==> src/verilog/arso_defines.svh <==
// Constants of the serial result framer: register map, field positions,
// reset values and frame geometry.
// Assumes inclusion by bare name from the framer's design files.
`ifndef ARSO_DEFINES_SVH
`define ARSO_DEFINES_SVH

// ----------------------------------------------------------------------
// Register byte offsets
// ----------------------------------------------------------------------
`define ARSO_OFS_CTRL       12'h000
`define ARSO_OFS_STATUS     12'h004
`define ARSO_OFS_RESULT     12'h008

// ----------------------------------------------------------------------
// Control register fields and reset value
// ----------------------------------------------------------------------
`define ARSO_CTRL_FRONT_AMP_DISABLE   0
`define ARSO_CTRL_ECONOMY   1
`define ARSO_CTRL_RATIO_LO  2
`define ARSO_CTRL_RATIO_HI  3
`define ARSO_CTRL_RESET     4'h0

// ----------------------------------------------------------------------
// Status register fields
// ----------------------------------------------------------------------
`define ARSO_STAT_SETTLED   0
`define ARSO_STAT_OVER      1
`define ARSO_STAT_BUSY      2
`define ARSO_STAT_PENDING   3

// ----------------------------------------------------------------------
// Frame geometry
// ----------------------------------------------------------------------
`define ARSO_FRAME_BITS     32
`define ARSO_DATA_BITS      24
`define ARSO_STATUS_BITS    5
`define ARSO_PAD_BITS       3

// ----------------------------------------------------------------------
// Filter settling time from restart, in master clock periods
// ----------------------------------------------------------------------
`define ARSO_SETTLE_N64     7128
`define ARSO_SETTLE_N128    13966
`define ARSO_SETTLE_N256    27901
`define ARSO_SETTLE_L64     7282
`define ARSO_SETTLE_L128    14248
`define ARSO_SETTLE_L256    27926

// AXI4-Lite response codes.
`define ARSO_RESP_OKAY      2'h0
`define ARSO_RESP_SLVERR    2'h2

`endif

==> src/verilog/arso_pkg.sv <==
// Types shared by the serial result framer.
// Assumes nothing beyond a SystemVerilog compiler.
package arso_pkg;

	// Decimation ratio as carried in the two ratio bits.
	typedef enum logic [1:0] {
		ARSO_RATIO_256 = 2'h0,
		ARSO_RATIO_64  = 2'h1,
		ARSO_RATIO_128 = 2'h2,
		ARSO_RATIO_128B = 2'h3
	} arso_ratio_t;

	// Shifter state.
	typedef enum logic [0:0] {
		ARSO_IDLE,
		ARSO_SHIFT
	} arso_state_t;

endpackage

==> src/verilog/arso_top.sv <==
// Serial result framer of a sigma-delta converter, with its control and
// status registers on an AXI4-Lite slave port.
// Assumes aclk is the master clock, results arrive as one-cycle strobes
// no faster than one frame time apart, and all inputs are synchronous.
//
// Function
// - The block is the link master and drives frame sync, shift clock and data.
// - The shift clock runs at half the master clock rate.
// - Frame sync is held low for exactly 32 shift clocks per result.
// - Data changes on the rising shift clock edge; the host samples on falling.
// - A frame holds 24 data bits, five status bits and three zeros, in order.
// - Final byte bits 7..3 hold settled, overrange, economy and two ratio bits.
// - The settled flag stays low after reset or restart for the settling time.
// - The settled flag reads zero in the frame while the overrange alert is raised; the status register bit is not masked.
// - The economy flag is one in each frame while low power mode is on.
// - Ratio bits read 01 for 64x, 00 for 256x, and 1x for 128x.
// - Software sets the amplifier-off bit; the amplifier is off while set.
// - The 24 data bits are carried in two's complement form.
// - The overrange flag is set per result if any of its samples overran.
`timescale 1ns/10ps
`include "arso_defines.svh"

module arso_top #(
	parameter int SETTLE_N64  = `ARSO_SETTLE_N64,
	parameter int SETTLE_N128 = `ARSO_SETTLE_N128,
	parameter int SETTLE_N256 = `ARSO_SETTLE_N256,
	parameter int SETTLE_L64  = `ARSO_SETTLE_L64,
	parameter int SETTLE_L128 = `ARSO_SETTLE_L128,
	parameter int SETTLE_L256 = `ARSO_SETTLE_L256,
	parameter int TIMER_W     = 16
) (
	input  wire logic        aclk,
	input  wire logic        aresetn,
	// AXI4-Lite slave.
	input  wire logic [11:0] s_axi_awaddr,
	input  wire logic        s_axi_awvalid,
	output logic             s_axi_awready,
	input  wire logic [31:0] s_axi_wdata,
	input  wire logic [3:0]  s_axi_wstrb,
	input  wire logic        s_axi_wvalid,
	output logic             s_axi_wready,
	output logic [1:0]       s_axi_bresp,
	output logic             s_axi_bvalid,
	input  wire logic        s_axi_bready,
	input  wire logic [11:0] s_axi_araddr,
	input  wire logic        s_axi_arvalid,
	output logic             s_axi_arready,
	output logic [31:0]      s_axi_rdata,
	output logic [1:0]       s_axi_rresp,
	output logic             s_axi_rvalid,
	input  wire logic        s_axi_rready,
	// Filter side.
	input  wire logic        result_valid,
	input  wire logic [23:0] result_data,
	input  wire logic        sample_over,
	input  wire logic        filter_restart_n,
	// Control outputs to the analog and filter sections.
	output logic             front_amp_disable,
	output logic             economy_mode,
	output logic             ratio_sel_hi,
	output logic             ratio_sel_lo,
	// Serial link.
	output logic             shift_clock_out,
	output logic             frame_sync_out,
	output logic             tx_bit_line
);

	// ------------------------------------------------------------------
	// Elaboration checks
	// ------------------------------------------------------------------
	localparam int MAX_SETTLE = (1 << TIMER_W) - 1;

	if (SETTLE_N64 > MAX_SETTLE || SETTLE_N128 > MAX_SETTLE ||
	    SETTLE_N256 > MAX_SETTLE || SETTLE_L64 > MAX_SETTLE ||
	    SETTLE_L128 > MAX_SETTLE || SETTLE_L256 > MAX_SETTLE) begin : g_chk
		$error("arso_top: settling count does not fit TIMER_W");
	end
	if (`ARSO_DATA_BITS + `ARSO_STATUS_BITS + `ARSO_PAD_BITS !=
	    `ARSO_FRAME_BITS) begin : g_chk_frame
		$error("arso_top: frame fields do not fill the frame");
	end

	// ------------------------------------------------------------------
	// Functions
	// ------------------------------------------------------------------
	// Settling time for a ratio and power mode; any ratio with the upper
	// bit set counts as 128x.
	function automatic logic [TIMER_W-1:0] settle_limit(
		input logic       low_power,
		input logic [1:0] ratio
	);
		logic [TIMER_W-1:0] lim;
		lim = '0;
		case (arso_pkg::arso_ratio_t'(ratio))
			arso_pkg::ARSO_RATIO_64:
				lim = low_power ? TIMER_W'(SETTLE_L64) : TIMER_W'(SETTLE_N64);
			arso_pkg::ARSO_RATIO_256:
				lim = low_power ? TIMER_W'(SETTLE_L256) :
				                  TIMER_W'(SETTLE_N256);
			default:
				lim = low_power ? TIMER_W'(SETTLE_L128) :
				                  TIMER_W'(SETTLE_N128);
		endcase
		return lim;
	endfunction

	// Register address match on the word offset.
	function automatic logic addr_is(
		input logic [11:0] addr,
		input logic [11:0] ofs
	);
		return addr[11:2] == ofs[11:2];
	endfunction

	// ------------------------------------------------------------------
	// Registers and internal state
	// ------------------------------------------------------------------
	logic [3:0]               ctrl_q;
	logic                     aw_held_q;
	logic                     w_held_q;
	logic [11:0]              awaddr_q;
	logic [31:0]              wdata_q;
	logic [3:0]               wstrb_q;
	logic                     over_acc_q;
	logic                     over_limit_q;
	logic [23:0]              last_result_q;
	logic [31:0]              pend_word_q;
	logic                     pend_q;
	logic [31:0]              shift_q;
	logic [5:0]               bit_cnt_q;
	arso_pkg::arso_state_t    state_q;
	logic                     settled;
	logic                     cfg_restart_q;
	logic                     do_write;
	logic                     sco_rise;
	logic                     load_frame;
	logic [3:0]               ctrl_d;

	// The write happens once both address and data have been taken.
	assign do_write = aw_held_q && w_held_q && !s_axi_bvalid;

	// ------------------------------------------------------------------
	// AXI4-Lite write channel
	// ------------------------------------------------------------------
	// Address and data are taken independently in either order; each ready
	// drops while its half is held, which back-pressures the master.
	always_ff @(posedge aclk) begin
		if (!aresetn) begin
			aw_held_q     <= 1'b0;
			w_held_q      <= 1'b0;
			awaddr_q      <= 12'h000;
			wdata_q       <= 32'h0000_0000;
			wstrb_q       <= 4'h0;
			s_axi_awready <= 1'b0;
			s_axi_wready  <= 1'b0;
		end else begin
			if (s_axi_awvalid && s_axi_awready) begin
				aw_held_q <= 1'b1;
				awaddr_q  <= s_axi_awaddr;
			end else if (do_write) begin
				aw_held_q <= 1'b0;
			end
			if (s_axi_wvalid && s_axi_wready) begin
				w_held_q <= 1'b1;
				wdata_q  <= s_axi_wdata;
				wstrb_q  <= s_axi_wstrb;
			end else if (do_write) begin
				w_held_q <= 1'b0;
			end
			s_axi_awready <= !aw_held_q && !(s_axi_awvalid && s_axi_awready);
			s_axi_wready  <= !w_held_q && !(s_axi_wvalid && s_axi_wready);
		end
	end

	// Write response; unmapped or read-only offsets answer SLVERR.
	always_ff @(posedge aclk) begin
		if (!aresetn) begin
			s_axi_bvalid <= 1'b0;
			s_axi_bresp  <= `ARSO_RESP_OKAY;
		end else if (do_write) begin
			s_axi_bvalid <= 1'b1;
			s_axi_bresp  <= addr_is(awaddr_q, `ARSO_OFS_CTRL) ?
			                `ARSO_RESP_OKAY : `ARSO_RESP_SLVERR;
		end else if (s_axi_bready) begin
			s_axi_bvalid <= 1'b0;
		end
	end

	// Control register takes byte lane 0 only; the rest read as zero.
	always_comb begin
		ctrl_d = ctrl_q;
		if (do_write && addr_is(awaddr_q, `ARSO_OFS_CTRL) && wstrb_q[0]) begin
			ctrl_d = wdata_q[3:0];
		end
	end

	always_ff @(posedge aclk) begin
		if (!aresetn) begin
			ctrl_q        <= `ARSO_CTRL_RESET;
			cfg_restart_q <= 1'b0;
		end else begin
			ctrl_q        <= ctrl_d;
			cfg_restart_q <= do_write && addr_is(awaddr_q, `ARSO_OFS_CTRL);
		end
	end

	// Control outputs are registered copies so they leave from flops.
	always_ff @(posedge aclk) begin
		if (!aresetn) begin
			front_amp_disable <= 1'b0;
			economy_mode      <= 1'b0;
			ratio_sel_hi      <= 1'b0;
			ratio_sel_lo      <= 1'b0;
		end else begin
			front_amp_disable <= ctrl_d[`ARSO_CTRL_FRONT_AMP_DISABLE];
			economy_mode      <= ctrl_d[`ARSO_CTRL_ECONOMY];
			ratio_sel_hi      <= ctrl_d[`ARSO_CTRL_RATIO_HI];
			ratio_sel_lo      <= ctrl_d[`ARSO_CTRL_RATIO_LO];
		end
	end

	// ------------------------------------------------------------------
	// AXI4-Lite read channel
	// ------------------------------------------------------------------
	// One read at a time: arready is low while the answer waits.
	always_ff @(posedge aclk) begin
		if (!aresetn) begin
			s_axi_arready <= 1'b0;
			s_axi_rvalid  <= 1'b0;
			s_axi_rdata   <= 32'h0000_0000;
			s_axi_rresp   <= `ARSO_RESP_OKAY;
		end else if (s_axi_arvalid && s_axi_arready) begin
			s_axi_arready <= 1'b0;
			s_axi_rvalid  <= 1'b1;
			s_axi_rresp   <= `ARSO_RESP_OKAY;
			if (addr_is(s_axi_araddr, `ARSO_OFS_CTRL)) begin
				s_axi_rdata <= {28'h000_0000, ctrl_q};
			end else if (addr_is(s_axi_araddr, `ARSO_OFS_STATUS)) begin
				s_axi_rdata <= {28'h000_0000, pend_q,
				                state_q == arso_pkg::ARSO_SHIFT,
				                over_limit_q, settled};
			end else if (addr_is(s_axi_araddr, `ARSO_OFS_RESULT)) begin
				s_axi_rdata <= {8'h00, last_result_q};
			end else begin
				s_axi_rdata <= 32'h0000_0000;
				s_axi_rresp <= `ARSO_RESP_SLVERR;
			end
		end else if (s_axi_rvalid) begin
			if (s_axi_rready) begin
				s_axi_rvalid  <= 1'b0;
				s_axi_arready <= 1'b1;
			end
		end else begin
			s_axi_arready <= 1'b1;
		end
	end

	// ------------------------------------------------------------------
	// Filter settling
	// ------------------------------------------------------------------
	// Restart is held while the restart input is low, and a control write
	// restarts it too, since a new ratio or mode refills the filter.
	arso_settle_timer #(
		.TIMER_W (TIMER_W)
	) u_settle (
		.aclk    (aclk),
		.aresetn (aresetn),
		.restart (!filter_restart_n || cfg_restart_q),
		.limit   (settle_limit(ctrl_q[`ARSO_CTRL_ECONOMY],
		                       ctrl_q[`ARSO_CTRL_RATIO_HI:`ARSO_CTRL_RATIO_LO])),
		.settled (settled)
	);

	// ------------------------------------------------------------------
	// Overrange accumulation
	// ------------------------------------------------------------------
	// Samples that overrun in the cycle a result closes are not lost: they
	// are counted into that result, and the accumulator starts clean.
	always_ff @(posedge aclk) begin
		if (!aresetn) begin
			over_acc_q   <= 1'b0;
			over_limit_q <= 1'b0;
		end else if (result_valid) begin
			over_limit_q <= over_acc_q || sample_over;
			over_acc_q   <= 1'b0;
		end else if (sample_over) begin
			over_acc_q <= 1'b1;
		end
	end

	// ------------------------------------------------------------------
	// Frame assembly
	// ------------------------------------------------------------------
	// The word is built when the result arrives so that its flags belong to
	// that result; a newer result replaces one that has not started.
	always_ff @(posedge aclk) begin
		if (!aresetn) begin
			pend_word_q   <= 32'h0000_0000;
			pend_q        <= 1'b0;
			last_result_q <= 24'h00_0000;
		end else if (result_valid) begin
			pend_q        <= 1'b1;
			last_result_q <= result_data;
			pend_word_q   <= {result_data,
			                  settled && !(over_acc_q || sample_over),
			                  over_acc_q || sample_over,
			                  ctrl_q[`ARSO_CTRL_ECONOMY],
			                  ctrl_q[`ARSO_CTRL_RATIO_HI],
			                  ctrl_q[`ARSO_CTRL_RATIO_LO],
			                  3'h0};
		end else if (load_frame) begin
			pend_q <= 1'b0;
		end
	end

	// ------------------------------------------------------------------
	// Serial link
	// ------------------------------------------------------------------
	// The shift clock is a toggling flop; every change of data and frame
	// sync is made on the edge that raises it.
	assign sco_rise   = !shift_clock_out;
	assign load_frame = sco_rise && pend_q && !result_valid &&
	                    state_q == arso_pkg::ARSO_IDLE;

	always_ff @(posedge aclk) begin
		if (!aresetn) begin
			shift_clock_out <= 1'b0;
		end else begin
			shift_clock_out <= !shift_clock_out;
		end
	end

	// Bit count runs 1..32 inside a frame; frame sync rises on the rising
	// shift edge after the 32nd bit, so it is low for 32 shift periods.
	always_ff @(posedge aclk) begin
		if (!aresetn) begin
			state_q        <= arso_pkg::ARSO_IDLE;
			shift_q        <= 32'h0000_0000;
			bit_cnt_q      <= 6'h00;
			frame_sync_out <= 1'b1;
			tx_bit_line    <= 1'b0;
		end else if (sco_rise) begin
			case (state_q)
				arso_pkg::ARSO_IDLE: begin
					if (load_frame) begin
						state_q        <= arso_pkg::ARSO_SHIFT;
						frame_sync_out <= 1'b0;
						tx_bit_line    <= pend_word_q[31];
						shift_q        <= {pend_word_q[30:0], 1'b0};
						bit_cnt_q      <= 6'h01;
					end
				end
				arso_pkg::ARSO_SHIFT: begin
					if (bit_cnt_q == 6'(`ARSO_FRAME_BITS)) begin
						state_q        <= arso_pkg::ARSO_IDLE;
						frame_sync_out <= 1'b1;
						tx_bit_line    <= 1'b0;
						bit_cnt_q      <= 6'h00;
					end else begin
						tx_bit_line <= shift_q[31];
						shift_q     <= {shift_q[30:0], 1'b0};
						bit_cnt_q   <= bit_cnt_q + 6'h01;
					end
				end
				default: begin
					state_q <= arso_pkg::ARSO_IDLE;
				end
			endcase
		end
	end

endmodule

==> src/verilog/arso_settle_timer.sv <==
// Filter settling timer: counts master clocks from a restart and flags
// when the programmed settling time has passed.
// Assumes one clock and a synchronous active-low reset.
`timescale 1ns/10ps

module arso_settle_timer #(
	parameter int TIMER_W = 16
) (
	input  wire logic               aclk,
	input  wire logic               aresetn,
	input  wire logic               restart,
	input  wire logic [TIMER_W-1:0] limit,
	output logic                    settled
);

	logic [TIMER_W-1:0] count_q;

	// ------------------------------------------------------------------
	// Elaboration check
	// ------------------------------------------------------------------
	if (TIMER_W < 2) begin : g_bad_width
		$error("arso_settle_timer: TIMER_W too small");
	end

	// Count stops at the limit so that the flag stays up until restart.
	always_ff @(posedge aclk) begin
		if (!aresetn || restart) begin
			count_q <= '0;
			settled <= 1'b0;
		end else if (count_q >= limit) begin
			settled <= 1'b1;
		end else begin
			count_q <= count_q + TIMER_W'(1);
		end
	end

endmodule

==> config.mk <==
export PLATFORM = sky130hd
export DESIGN_NAME = arso_top
export DESIGN_NICKNAME = d
export VERILOG_FILES = /design/src/verilog/arso_pkg.sv /design/src/verilog/arso_top.sv /design/src/verilog/arso_settle_timer.sv
export VERILOG_INCLUDE_DIRS = /design/src /design/src/verilog
export SDC_FILE = /design/constraint.sdc
export NUM_CORES = 1
export LEC_CHECK = 0
export BUFFER_PORTS_ARGS = -buffer_cell sky130_fd_sc_hd__buf_2
export CORE_UTILIZATION = 54
export DETAILED_ROUTE_END_ITERATION = 6
export MAX_ROUTING_LAYER = met4
export PLACE_DENSITY = 0.8
export SYNTH_ARGS = -nofsm -noshare
export SYNTH_HDL_FRONTEND = slang
export SYNTH_SLANG_ARGS = --single-unit
==> constraint.sdc <==
create_clock -name aclk -period 3.18 [get_ports aclk]
set_clock_uncertainty 0.2 [all_clocks]
set_input_delay 0.477 -clock aclk [delete_from_list [all_inputs] [get_ports aclk]]
set_output_delay 0.477 -clock aclk [all_outputs]
set_load 0.02 [all_outputs]
======== Word-level counts from Yosys, hierarchy flattened ========
Index checks and enable logic that the tools add are counted.
cells by class
  add/subtract/negate cells ............... 2
  $mul .................................... 0
  div/mod/pow operators ................... 0
  order comparisons ....................... 1
  eq/ne operators ......................... 8
  shift operators ......................... 0
  muxes and demuxes ....................... 38
  bitwise gates (word level) .............. 3
  reductions and logical operators ........ 38
operators with widths
  cell                                                    number
  2-to-1 mux 24 bit                                       3
  2-to-1 mux 32 bit                                       2
  one-hot mux 32 bit (2 select lines)                     1
  one-hot mux 15 bit (2 select lines)                     1
  logical NOT 10 bit                                      2
  2-to-1 mux 9 bit                                        2
  2-to-1 mux 1 bit                                        17
  adder 16 x 1 -> 16 bit (second input constant)          1
  greater-or-equal comparator 16 x 15 -> 1 bit            1
  logical AND 1 bit                                       13
  2-to-1 mux 6 bit                                        2
  one-hot mux 6 bit (2 select lines)                      1
  2-to-1 mux 11 bit                                       1
  == test 10 x 1 -> 1 bit (second input constant)         1
  == test 10 x 2 -> 1 bit (second input constant)         1
  logical NOT 1 bit                                       10
  2-to-1 mux 2 bit                                        4
  nonzero test 2 bit                                      4
  adder 6 x 1 -> 6 bit (second input constant)            1
  == test 6 bit (second input constant)                   1
  one-hot mux 1 bit (2 select lines)                      3
  AND reduction 3 bit                                     2
  2-to-1 mux 4 bit                                        1
  inequality test 2 x 1 -> 1 bit (second input constant)  2
  other kinds (7)                                         13
storage, ports and cells
  register bits ........................... 184
  latch bits .............................. 0
  bits in writable memories ............... 0
  ROM bits ................................ 0
  bits of input ports ..................... 94
  output and inout port bits .............. 48
  word-level logic and storage cells ...... 122
  memories ................................ 0

======== Logic depth before layout (Yosys ltp) ========
  depth in word-level cells ............... 6
  depth in mapped cells ................... 14

======== Cells and area by module ========
Synthesis repeated with hierarchy kept, for this count alone.
unflattened totals
  cell total of the unflattened synthesis .. 666
  area total of the unflattened synthesis .. 6476.2 um^2
by module, submodules not included
  module             times used  cells each  area an instance (um^2)  sequential area each (um^2)
  arso_top           1           508         5132.4                   2442.3
  arso_settle_timer  1           158         1343.8                   340.3

======== Worst setup path before layout ========
Ideal clock, no wire load.
  kind .................................... reg2reg
  start point ............................. register ctrl_q[3]
  end point ............................... register u_settle.count_q[12]
  arrival ................................. 2.810 ns
  required time ........................... 2.909 ns
  slack ................................... 0.099 ns
  stages on the path, launching flop included .. 14
  path through ............................ dfxtp_1 clkbuf_1 nand2b_1 inv_1 nor2_1 nor2_1 ha_1 a21o_1 a221o_1 a21oi_2 o21ai_2 buf_2 or4_1 a21oi_1
on the way
  longest elaborated chain between the ends .. 3
ends and longest elaborated chain
  what                                                                line                     source
  start: declaration                                                  arso_top.sv:118          logic [3:0] ctrl_q;
  start signal: assignment                                            arso_top.sv:199          ctrl_q <= `ARSO_CTRL_RESET;
  start signal: assignment                                            arso_top.sv:202          ctrl_q <= ctrl_d;
  == test 2 x 1 -> 1 bit / logical NOT 2 bit (equally long branches)  arso_top.sv:94           case (arso_pkg::arso_ratio_t'(ratio))
  one-hot mux 15 bit (2 select lines) *                               arso_top.sv:94
  greater-or-equal comparator 16 x 15 -> 1 bit *                      arso_settle_timer.sv:30  end else if (count_q >= limit) begin
  end signal: assignment                                              arso_settle_timer.sv:33  count_q <= count_q + TIMER_W'(1);
  end: declaration                                                    arso_settle_timer.sv:16  logic [TIMER_W-1:0] count_q;
Mark *: on every way between the ends. The rest lies on a longest branch, timed or not.
A chain may end at the register's enable or synchronous reset.

======== Worst setup path in the final report ========
  start point ............................. register ctrl_q[2]
  end point ............................... register u_settle.count_q[9]
The elaborated chain is that of the path after synthesis.

==> out/metrics.csv <==
stage,metric,value,unit
drt,totalWireLength,13000,um
clocking,cts_made_buffers,17,
floorplanning,die_width,108,um
clocking,cts.root.buffer_cell,clkbuf_8,
final_layout,mostFrequentLayoutCells,"dfxtp_1, buf_2, nand2_1",
sta,slew_viol_final,0,
grt,grt_pass1_wl,21500,um
clocking,clk_latency,520,ps
final_layout,syn2layout_area_growth,21.3,%
floorplanning,die_area,11600,um2
yosys,synthMuxAreaShare,9.60,%
drt,wire_per_inst,14.8,um
worst_setup_path,crit_path_end_kind,flop,
power,leakagePower,3.40,nW
worst_setup_path,critPathTopFamily,compound AO/OA/AOI/OAI gates,
worst_setup_path,start_kind,flop,
grt,antenna_found_initial,0,
clocking,clock_sinks,139,
sta,hold_ws,16.0,ps
floorplanning,io_pins,142,
clocking,cts_tree,built,
sta,fmax,334,MHz
placement,dp_hpwl,8610,um
run,maxCapViolCount,0,
yosys,synth_seq_cells,139,
clocking,htreeDepth,4,
grt,grt_max_degree,67,
yosys,yosys_warnings,0,
drt,detail-route-antenna-nets,0,
grt,grt_util_all_layers,24.3,%
clocking,clock_path_buffers,2,
grt,grt.overflow.total,0,
worst_setup_path,cp-startpoint,ctrl_q[2],
floorplanning,core-area,10900,um2
yosys,synth_top_area_share,46.0,%
sta,layout_min_cycle_time,2990,ps
sta,worstMarginPinSlew,687,ps
drt,drtPass1Iterations,4,
yosys,yosysSeqAreaShare,46.0,%
yosys,synthAdderAreaFrac,3.72,%
yosys,synth.avg_cell_area,9.57,um2
worst_setup_path,crit_chain,nand2b_1 > nor2_1 > nor2_1 > ha_1 > a21o_1 > a221o_1 > a21oi_2 > o21ai_4 > or4_1 > a21oi_1,
final_layout,antennaDiodeCount,0,
worst_setup_path,path_common_cell,nor2_1,
worst_setup_path,cp_slowest_cell,or4_1,
min_path,worstHoldPathType,in -> reg,
clocking,path_clk_slew,60,ps
sta,grt_setup_unrepaired,no,
min_path,worstHoldStart,result_data[17],
power,powerDensity,572,nW/um2
final_layout,utilization,67.4,%
drt,drt_iter0_drc,216,
outcome,status,"finished, final reports clean",
sta,timing.final.hold_violations,0,
yosys,synth_top_area_cell,dfxtp_1,
final_layout,final_common_cell,dfxtp_1,
floorplanning,die_y,108,um
floorplanning,num_rows,38,
worst_setup_path,crit_fanout,23,
final_layout,layout-drive-gt1-share,19.4,%
yosys,synthTopCellsByArea,"dfxtp_1, mux2i_1, nand2_1, o211a_1, nor2b_1",
yosys,synth-compound-area-share,16.7,%
drt,vias_per_cell,5.55,
worst_setup_path,critPathMaxStageDelay,550,ps
sta,tns,0,ps
final_layout,fin_nets,841,
yosys,synth_top_family_by_area,simple AND/OR/NAND/NOR gates,
sta,setup_viol,0,
sta,max_slew_margin,53.8,%
power,vdd_drop_max,0.375,mV
drt,drc,0,
grt,grt_pass1_vias,4667,
worst_setup_path,cp.required,3410,ps
worst_setup_path,critical_path_class,reg -> reg,
yosys,synth_area,6050,um2
drt,routed-via-count,4890,
worst_setup_path,crit_arrival,3220,ps
yosys,synth_simple_gate_area_share,18.1,%
yosys,yosys.area_share.xor_xnor,1.16,%
placement,gp_congestion,0.841,
yosys,syn_inst,632,
worst_setup_path,r2r_start,ctrl_q[2],
worst_setup_path,path_buf_inv,0,
placement,io_buffers,96,
floorplanning,initial_core_util,55.6,%
yosys,yosys.cell_types.count,47,
sta,fin_crit_sh,94.0,%
-- timing repair --
action	in CTS	in global routing
endpoints found under the hold margin	11	0
gates resized for setup	0	3
setup endpoints to repair	0	6
buffers inserted	0	0
hold buffers	11	0
-- metrics by stage --
stage	instance area, um2	total power [mW]	worst slack, ps	instances
after CTS	7330	4.22	67.7	881
after floorplan	6080	2.12	99.2	641
final	7340	4.20	190	881
after global routing	7340	4.35	30.3	881
after global placement	6610	2.19	245	839
after detailed placement	6610	2.21	109	839
-- Yosys cell counts (all sizes together) --
master,instances
o21ai,14
nand3b,1
inv,13
buf,20
nor3,1
or4,13
ha,18
and2,5
o221ai,4
and4b,1
or2,2
xor2,5
nand4,4
o21bai,1
a222oi,1
mux2i,58
nor2b,41
a221o,1
a21oi,23
nor3b,2
a21boi,20
o21a,4
conb,1
a211oi,2
dfxtp,139
nand2b,4
nand3,17
o211ai,6
xnor2,3
o211a,28
clkbuf,28
a22o,20
nor2,25
nand2,84
o31ai,7
and3b,3
a21o,1
nor4,5
and3,5
or3,2
-- path summary, 6_finish.rpt --
path	cells after the start	slack [ps]	to
max reg2reg	10	190	u_settle.count_q[9]
min reg2reg	2	240	s_axi_rdata[1]
min	3	20	last_result_q[17]
max	10	190	u_settle.count_q[9]
-- power by group --
part           total [mW]  switching (mW)  internal, mW
Sequential           1.87          0.0497          1.82
Clock                2.01           0.720          1.29
Combinational       0.318           0.172         0.145
-- sequential cells by signal, summed over array words and instances, names as in the netlist, 4 cells and up --
name and flops:
bit_cnt_q 6, shift_q 28, s_axi_rdata 24, wdata_q 4, u_settle.count_q 16, ctrl_q 4, pend_word_q 5, awaddr_q 10
last_result_q 24
-- final cells by class --
type / count / area, um2
multi-input cells: 441 / 3040
well taps: 140 / 175
inverters: 13 / 48.8
fillers: 860 / 3550
flip-flops and latches: 139 / 2790
clock buffers: 21 / 439
repair buffers: 117 / 678
clock inverters: 10 / 168
-- tightest hold or removal path, cell delays in order --
cell     delay (ps)
buf_2            80
mux2i_1          50
nor2b_1          90
-- per-layer routing --
layer  global-route usage (%)  part of all wire [%]  up-vias
met3                     5.57                   4.5       34
met4                     10.2                   2.4        0
met1                     28.4                    44     2293
met2                     40.2                    49      146
li1                         -                     -     2417
met5                        -                     0        -
-- logic make-up after synthesis --
logic type	Yosys count
fa+ha+maj	18
compound gates	132
xor+xnor	8
flops	139
buf+inv	61
mux	58
simple gates	215
other cells	1
(Power assumes the default switching activity.)
